$ cat src/rtl/ragc_consts.svh
// register offsets, field positions, reset values for the rx gain loop
`ifndef RAGC_CONSTS_SVH
`define RAGC_CONSTS_SVH

// ----------------------------------------
// register byte addresses
// ----------------------------------------
`define RAGC_ADDR_CONTROL 32'h400140c0
`define RAGC_ADDR_SETTINGS 32'h400140c4
`define RAGC_ADDR_STATUS 32'h400140c8
`define RAGC_ADDR_TABLE0 32'h400140cc
`define RAGC_ADDR_TABLE1 32'h400140d0
`define RAGC_ADDR_TABLE2 32'h400140d4
`define RAGC_ADDR_TABLE3 32'h400140d8

// ----------------------------------------
// reset values and writable masks
// ----------------------------------------
`define RAGC_CONTROL_RST 32'h00000003
`define RAGC_CONTROL_MASK 32'hf0000007
`define RAGC_SETTINGS_RST 32'h12011707
`define RAGC_TABLE_MASK 32'h7f7f7f7f
`define RAGC_TABLE0_RST 32'h00081040
`define RAGC_TABLE1_RST 32'h48505860
`define RAGC_TABLE2_RST 32'h61626364
`define RAGC_TABLE3_RST 32'h00000000

// ----------------------------------------
// field positions
// ----------------------------------------
`define RAGC_CTL_ENABLE 0
`define RAGC_CTL_ALLOW_FRZ 1
`define RAGC_CTL_FRZ_PRE 2
`define RAGC_CTL_START_HI 31
`define RAGC_CTL_START_LO 28
`define RAGC_SET_LOW_HI 31
`define RAGC_SET_LOW_LO 28
`define RAGC_SET_HIGH_HI 27
`define RAGC_SET_HIGH_LO 24
`define RAGC_SET_DIV_HI 23
`define RAGC_SET_DIV_LO 16
`define RAGC_SET_MEAS_HI 15
`define RAGC_SET_MEAS_LO 8
`define RAGC_SET_SETTLE_HI 7
`define RAGC_SET_SETTLE_LO 0
`define RAGC_STAT_STATE_LO 8

// ----------------------------------------
// gain state limits
// ----------------------------------------
`define RAGC_STATE_MIN 4'h0
`define RAGC_STATE_MAX 4'hb

`endif

$ cat src/rtl/ragc_pkg.sv
// types shared by the rx gain loop
package ragc_pkg;
	typedef logic [3:0] ragc_state_t;
	typedef logic [6:0] ragc_setting_t;
	typedef enum logic [2:0] {
		RAGC_HOLD = 3'h1,
		RAGC_MEAS = 3'h2,
		RAGC_SETTLE = 3'h4
	} ragc_fsm_t;
endpackage

$ cat src/rtl/ragc_top.sv
// receiver automatic gain control loop with its register file
//
// Local design decision: strobed register access.
`timescale 1ns/1ps
`include "ragc_consts.svh"

module ragc_top #(
	parameter int DIV_W = 8,
	parameter int MAG_W = 6
) (
	// clock and reset
	input wire logic clk_in,
	input wire logic rstn_in,
	// register port
	input wire logic [31:0] reg_addr_in,
	input wire logic [31:0] reg_wdata_in,
	input wire logic reg_wr_in,
	input wire logic reg_rd_in,
	output logic [31:0] reg_rdata_out,
	// receive path events and signal level
	input wire logic [MAG_W-1:0] adc_atten_in,
	input wire logic preamble_det_in,
	input wire logic sfd_det_in,
	input wire logic rx_end_in,
	input wire logic edcca_end_in,
	// amplifier drive
	output logic [2:0] if_amp1_out,
	output logic [2:0] if_amp2_out,
	output logic if_amp3_out,
	output ragc_pkg::ragc_state_t gain_state_out,
	output logic frozen_out
);
	import ragc_pkg::*;

	// ----------------------------------------
	// helpers
	// ----------------------------------------

	// high threshold in dB below full scale
	function automatic logic [MAG_W-1:0] high_db(input logic [3:0] code);
		logic [MAG_W-1:0] v;
		v = {{(MAG_W-4){1'b0}}, code};
		high_db = (code == 4'h0) ? '0 : MAG_W'((v << 1) - 1'b1);
	endfunction

	// low threshold in dB below full scale, measured from the high one
	function automatic logic [MAG_W-1:0] low_db(input logic [3:0] lo,
		input logic [3:0] hi);
		logic [MAG_W-1:0] off;
		off = (lo <= 4'h4) ? MAG_W'(4'h9 - (lo << 1)) : MAG_W'(1);
		low_db = MAG_W'(high_db(hi) + off);
	endfunction

	// clamp any index to the twelve usable states
	function automatic ragc_state_t clamp_state(input logic [3:0] s);
		clamp_state = (s > `RAGC_STATE_MAX) ? `RAGC_STATE_MAX : s;
	endfunction

	// ----------------------------------------
	// reset release
	// ----------------------------------------
	logic rst_s1_q;
	logic rst_s2_q;
	logic rst_n;

	// two-stage release, assert is immediate
	always_ff @(posedge clk_in or negedge rstn_in)
	begin
		if (!rstn_in)
		begin
			rst_s1_q <= 1'b0;
			rst_s2_q <= 1'b0;
		end
		else
		begin
			rst_s1_q <= 1'b1;
			rst_s2_q <= rst_s1_q;
		end
	end
	assign rst_n = rst_s2_q;

	// ----------------------------------------
	// register file
	// ----------------------------------------
	logic [31:0] ctl_q;
	logic [31:0] set_q;
	logic [31:0] tab_q [4];
	logic [31:0] stat_q;
	logic [31:0] rdata_d;
	logic ctl_wr_q;

	// control and settings writes
	always_ff @(posedge clk_in or negedge rst_n)
	begin
		if (!rst_n)
		begin
			ctl_q <= `RAGC_CONTROL_RST;
			set_q <= `RAGC_SETTINGS_RST;
		end
		else if (reg_wr_in)
		begin
			if (reg_addr_in == `RAGC_ADDR_CONTROL)
				ctl_q <= reg_wdata_in & `RAGC_CONTROL_MASK;
			if (reg_addr_in == `RAGC_ADDR_SETTINGS)
				set_q <= reg_wdata_in;
		end
	end

	// flags a control write so the loop reloads the new start gain;
	// without it, start and enable written together would keep the old gain
	always_ff @(posedge clk_in or negedge rst_n)
	begin
		if (!rst_n)
			ctl_wr_q <= 1'b0;
		else
			ctl_wr_q <= reg_wr_in
				&& (reg_addr_in == `RAGC_ADDR_CONTROL);
	end

	// gain table words, four settings each
	always_ff @(posedge clk_in or negedge rst_n)
	begin
		if (!rst_n)
		begin
			tab_q[0] <= `RAGC_TABLE0_RST;
			tab_q[1] <= `RAGC_TABLE1_RST;
			tab_q[2] <= `RAGC_TABLE2_RST;
			tab_q[3] <= `RAGC_TABLE3_RST;
		end
		else if (reg_wr_in)
		begin
			for (int i = 0; i < 4; i++)
				if (reg_addr_in == `RAGC_ADDR_TABLE0 + 32'(i * 4))
					tab_q[i] <= reg_wdata_in & `RAGC_TABLE_MASK;
		end
	end

	// read mux, unmapped addresses read zero
	always_comb
	begin
		rdata_d = 32'h00000000;
		unique case (reg_addr_in)
			`RAGC_ADDR_CONTROL: rdata_d = ctl_q;
			`RAGC_ADDR_SETTINGS: rdata_d = set_q;
			`RAGC_ADDR_STATUS: rdata_d = stat_q;
			`RAGC_ADDR_TABLE0: rdata_d = tab_q[0];
			`RAGC_ADDR_TABLE1: rdata_d = tab_q[1];
			`RAGC_ADDR_TABLE2: rdata_d = tab_q[2];
			`RAGC_ADDR_TABLE3: rdata_d = tab_q[3];
			default: rdata_d = 32'h00000000;
		endcase
	end

	// read data stands only in the cycle after the strobe
	always_ff @(posedge clk_in or negedge rst_n)
	begin
		if (!rst_n)
			reg_rdata_out <= 32'h00000000;
		else if (reg_rd_in)
			reg_rdata_out <= rdata_d;
		else
			reg_rdata_out <= 32'h00000000;
	end

	// ----------------------------------------
	// field decode
	// ----------------------------------------
	logic en;
	logic allow_frz;
	logic frz_pre;
	ragc_state_t start_st;
	logic [DIV_W-1:0] div_f;
	logic [7:0] meas_f;
	logic [7:0] settle_f;
	logic [MAG_W-1:0] hi_db;
	logic [MAG_W-1:0] lo_db;
	logic restart;
	logic frz_evt;
	logic pkt_end;

	assign en = ctl_q[`RAGC_CTL_ENABLE];
	assign allow_frz = ctl_q[`RAGC_CTL_ALLOW_FRZ];
	assign frz_pre = ctl_q[`RAGC_CTL_FRZ_PRE];
	assign start_st = clamp_state(
		ctl_q[`RAGC_CTL_START_HI:`RAGC_CTL_START_LO]);
	assign div_f = DIV_W'(set_q[`RAGC_SET_DIV_HI:`RAGC_SET_DIV_LO]);
	assign meas_f = set_q[`RAGC_SET_MEAS_HI:`RAGC_SET_MEAS_LO];
	assign settle_f = set_q[`RAGC_SET_SETTLE_HI:`RAGC_SET_SETTLE_LO];
	assign hi_db = high_db(set_q[`RAGC_SET_HIGH_HI:`RAGC_SET_HIGH_LO]);
	assign lo_db = low_db(set_q[`RAGC_SET_LOW_HI:`RAGC_SET_LOW_LO],
		set_q[`RAGC_SET_HIGH_HI:`RAGC_SET_HIGH_LO]);
	assign pkt_end = rx_end_in | edcca_end_in;
	// loop restarts from the start gain while off, at packet end,
	// or right after a control write
	assign restart = !en | pkt_end | ctl_wr_q;
	// freeze trigger chosen by bit 2, gated by allow-freeze
	assign frz_evt = allow_frz
		& (frz_pre ? preamble_det_in : sfd_det_in);

	// ----------------------------------------
	// divided loop tick
	// ----------------------------------------
	logic [DIV_W-1:0] div_cnt_q;
	logic tick;

	assign tick = (div_cnt_q == div_f);

	// counts core clocks, one tick every divider plus one
	always_ff @(posedge clk_in or negedge rst_n)
	begin
		if (!rst_n)
			div_cnt_q <= '0;
		else if (tick || div_cnt_q > div_f)
			div_cnt_q <= '0;
		else
			div_cnt_q <= div_cnt_q + 1'b1;
	end

	// ----------------------------------------
	// gain loop
	// ----------------------------------------
	ragc_fsm_t fsm_q;
	ragc_state_t gain_q;
	logic [7:0] win_q;
	logic [MAG_W-1:0] peak_q;
	logic frozen_q;

	// freeze flag, released at packet end or when freezing is barred
	always_ff @(posedge clk_in or negedge rst_n)
	begin
		if (!rst_n)
			frozen_q <= 1'b0;
		else if (restart || !allow_frz)
			frozen_q <= 1'b0;
		else if (frz_evt)
			frozen_q <= 1'b1;
	end

	// measure, step, settle on each divided tick
	always_ff @(posedge clk_in or negedge rst_n)
	begin
		if (!rst_n)
		begin
			fsm_q <= RAGC_HOLD;
			gain_q <= `RAGC_STATE_MIN;
			win_q <= 8'h00;
			peak_q <= '1;
		end
		else if (restart)
		begin
			fsm_q <= en ? RAGC_MEAS : RAGC_HOLD;
			gain_q <= start_st;
			win_q <= 8'h00;
			peak_q <= '1;
		end
		else if (tick && !frozen_q)
		begin
			unique case (fsm_q)
				RAGC_HOLD:
				begin
					fsm_q <= RAGC_MEAS;
					win_q <= 8'h00;
					peak_q <= '1;
				end
				RAGC_MEAS:
				begin
					if (win_q == meas_f)
					begin
						// strongest sample decides the step
						if (adc_atten_in < peak_q ? adc_atten_in < hi_db
							: peak_q < hi_db)
						begin
							if (gain_q != `RAGC_STATE_MIN)
								gain_q <= gain_q - 1'b1;
						end
						else if ((adc_atten_in < peak_q ? adc_atten_in
							: peak_q) > lo_db)
						begin
							if (gain_q < `RAGC_STATE_MAX)
								gain_q <= gain_q + 1'b1;
						end
						fsm_q <= RAGC_SETTLE;
						win_q <= 8'h00;
					end
					else
					begin
						win_q <= win_q + 1'b1;
						if (adc_atten_in < peak_q)
							peak_q <= adc_atten_in;
					end
				end
				RAGC_SETTLE:
				begin
					if (win_q == settle_f)
					begin
						fsm_q <= RAGC_MEAS;
						win_q <= 8'h00;
						peak_q <= '1;
					end
					else
						win_q <= win_q + 1'b1;
				end
			endcase
		end
	end

	// ----------------------------------------
	// amplifier drive and status
	// ----------------------------------------
	ragc_setting_t cur_set;

	// pick the setting of the current state; word 3 is never reached
	always_comb
	begin
		cur_set = '0;
		unique case (gain_q[3:2])
			2'h0: cur_set = tab_q[0][(3 - gain_q[1:0]) * 8 +: 7];
			2'h1: cur_set = tab_q[1][(3 - gain_q[1:0]) * 8 +: 7];
			2'h2: cur_set = tab_q[2][(3 - gain_q[1:0]) * 8 +: 7];
			2'h3: cur_set = '0;
		endcase
	end

	// amplifier outputs come straight from flops
	always_ff @(posedge clk_in or negedge rst_n)
	begin
		if (!rst_n)
		begin
			if_amp1_out <= 3'h0;
			if_amp2_out <= 3'h0;
			if_amp3_out <= 1'b0;
			gain_state_out <= `RAGC_STATE_MIN;
			frozen_out <= 1'b0;
		end
		else
		begin
			if_amp1_out <= cur_set[2:0];
			if_amp2_out <= cur_set[5:3];
			if_amp3_out <= cur_set[6];
			gain_state_out <= gain_q;
			frozen_out <= frozen_q;
		end
	end

	// status captured at packet or energy/CCA end
	always_ff @(posedge clk_in or negedge rst_n)
	begin
		if (!rst_n)
			stat_q <= 32'h00000000;
		else if (pkt_end)
			stat_q <= {20'h00000, gain_q, 1'b0, cur_set};
	end

endmodule

$ cat config.mk
export PLATFORM = sky130hd
export DESIGN_NAME = ragc_top
export DESIGN_NICKNAME = d
export VERILOG_FILES = /design/src/rtl/ragc_pkg.sv /design/src/rtl/ragc_top.sv
export VERILOG_INCLUDE_DIRS = /design/src /design/src/rtl
export SDC_FILE = /design/constraint.sdc
export NUM_CORES = 1
export LEC_CHECK = 0
export BUFFER_PORTS_ARGS = -buffer_cell sky130_fd_sc_hd__buf_4
export CAP_MARGIN = 30
export CORE_UTILIZATION = 30
export CTS_BUF_LIST = sky130_fd_sc_hd__clkbuf_8
export DETAILED_ROUTE_END_ITERATION = 8
export SETUP_SLACK_MARGIN = 0.15
export SLEW_MARGIN = 25
export SYNTH_ARGS = -nofsm -noshare
export SYNTH_HDL_FRONTEND = slang
export SYNTH_SLANG_ARGS = --single-unit
$ cat constraint.sdc
create_clock -name clk_in -period 18 [get_ports clk_in]
set_input_delay 2.7 -clock clk_in [delete_from_list [all_inputs] [get_ports clk_in]]
set_output_delay 2.7 -clock clk_in [all_outputs]
set_load 0.005 [all_outputs]
==> flow_summary.ini <==
[worst_setup_path]
cp_max_fo = 29
critPathRequiredTime_ns = 18.44
rrSetupSlack_ns = 13.49
start_kind = primary input
path_class = in -> reg
crit_arrival_ns = 5.93
cp-end-kind = flop

[power]
leakage_nw = 6.74
p_total_mw = 1.13
p_per_area_nw_per_um2 = 79.4
ir_drop_mv = 0.0369

[outcome]
status = finished clean

[clocking]
cts_tree = done
holdBufCountCts = 0
cts_buffers = 43
insertion_delay_ns = 0.57
htreeDepth = 2
root_buffer = clkbuf_8
clockBufferDepth = 3
postCtsSetupBuffers = 0
clock-sinks = 239
clk_pin_slew_worst_paths_ns = 0.06
cts.repair.resized = 0

[synthesis]
synth_area_leaders = dfrtp_1, mux2_2, dfstp_2
synth_fp_nets = 1135
synthMostInstantiatedCell = dfrtp_1
synth_cell_type_count = 66
ys.flop_type = dfrtp_1
seq_area_frac_synth_pct = 51.1
synth_warnings = 0
synth_top_area_cell = dfrtp_1
ys_top_cells_by_count = dfrtp_1, mux2_2, a22oi_1
syn_avg_cell_area_sq_um = 11.7
synth_edf_count = 0
synth_top_area_share_pct = 41.3
ys_ff_latch = 239
async_reset_ff_share_pct = 100
synthCells = 1012
syn-cell-area_sq_um = 11800

[drt]
ant_nets = 0
wl_met3_um = 2140
wl_met1_um = 15700
vias = 8935
wirelength_um = 35100
wl_per_cell_um = 20.8
wl_met2_um = 16100
dr.pass1.iters = 5
drt_iter0_drc = 714
viasPerCell = 5.29
top_layer = met4
drcViolationCount = 0

[sta]
final_hold_viol_count = 0
slew_viol_final = 0
whs_ns = 0.275
fmax_ghz = 0.182
fin_skew_ns = 0.0154
final.min_clock_period_ns = 5.49
tns_ns = 0
relSlewSlack_pct = 34.4
fin_crit_sh_pct = 30.5
rsz0062_at_grt = false
worstMarginPinSlew_ns = 0.959
finalSetupViolations = 0

[die]
ios = 122
num_rows = 72
die_area_sq_um = 40200
coreArea_sq_um = 38700
fp.dieW_um = 201
die_h_um = 201
initial_core_util_pct = 30.5

[global_routing]
grt_pass1_vias = 9186
antenna_found_initial = 0
track_usage_pct = 17.4
grt_pass1_wl_um = 54400
grt_max_degree = 67
overflow = 0

[finish]
areaGrowthSynthToFinish_pct = 20.0
nets = 1261
n_antenna_cell = 0
drive_gt1_share_pct = 33.0
layout.cells.non_filler = 1688

[job]
drv_cap = 0

[placed_design]
dpl.hpwl_um = 23400
portBuffers = 121
place_congestion = 0.804
dp_cells = 1611

[min_path]
hold_path_class = reg -> async
## power breakdown
group | switching [mW] | internal, mW | total (mW) | leakage, nW
clock | 0.232 | 0.317 | 0.549 | 0.527
combinational | 0.0226 | 0.0158 | 0.0384 | 3.04
sequential | 0.00147 | 0.538 | 0.540 | 3.18
total | 0.256 | 0.871 | 1.13 | 6.74
## per-layer routing
| metal | vias up | GRT usage [%] |
|---|---|---|
| li1 | 4014 | - |
| met1 | 4545 | 23.3 |
| met2 | 303 | 27.3 |
| met3 | 73 | 3.47 |
| met4 | 0 | 7.58 |
| met5 | - | 0 |
## final timing paths
kind / cells past startpoint / startpoint / endpoint
max in group asynchronous: 4 / rst_n / tab_q[70]
min in group clk_in: 0 / rst_s1_q / rst_n
setup / recovery: 7 / reg_addr_in[1] / tab_q[28]
setup reg to reg: 10 / gain_q[3] / stat_q[2]
hold reg to reg: 0 / rst_n / reg_rdata_out[17]
hold / removal: 0 / rst_n / reg_rdata_out[17]
## cells by family after synthesis
logic type / synth area share (%)
simple gates: 8.73
flops: 51.1
mux: 15.6
xor+xnor: 2.15
fa+ha+maj: 4.89
buf+inv: 3.31
other cells: 0.0317
compound gates: 14.2
## worst max-delay path: stages
cell	delay (ns)
buf_4	0.12
or4b_1	0.55
nor4_1	0.36
nand2_1	0.17
nor2_4	0.76
nand2_2	0.71
mux2_1	0.53
## sequential cells by signal (all words and copies together) (netlist names), 6 cells and up
register,cells
tab_q,112
reg_rdata_out,32
div_cnt_q,8
win_q,8
ctl_q,7
set_q,32
stat_q,11
peak_q,6
## cell usage in the layout (no fill, tap or decap), types with 8 or more instances in the layout
master / instances
xor2_1: 23
dfstp_2: 44
a22oi_1: 69
o31ai_1: 8
dfrtp_1: 194
a222oi_1: 17
inv_1: 47
nor4_1: 9
a21oi_1: 49
and3_1: 9
ha_1: 43
nand3_1: 8
mux2_2: 124
nand2b_1: 8
o21ai_0: 44
nor2_1: 52
nand2_1: 59
a31oi_1: 15
mux2_1: 35
buf_4: 134
nor3_1: 9
clkbuf_8: 55
## per-stage QoR
step	setup WS [ns]	area, sq um	utilization [%]
4_1_cts	12.55	14200	36.6
2_1_floorplan	10.92	11800	-
3_5_place_dp	11.97	13300	34.2
3_3_place_gp	11.99	13200	34.1
6_report	12.51	14200	36.6
5_1_grt	12.42	14200	36.6
## cell type report
class	instances	area, sq um
inverter	31	116
clock buffer	55	757
multi-input combinational	686	5410
sequential	239	6040
fill	3822	24500
clock inverter	22	170
timing repair buffer	137	1050
tap	518	648
Note: power is estimated with default switching activity, not from simulation.
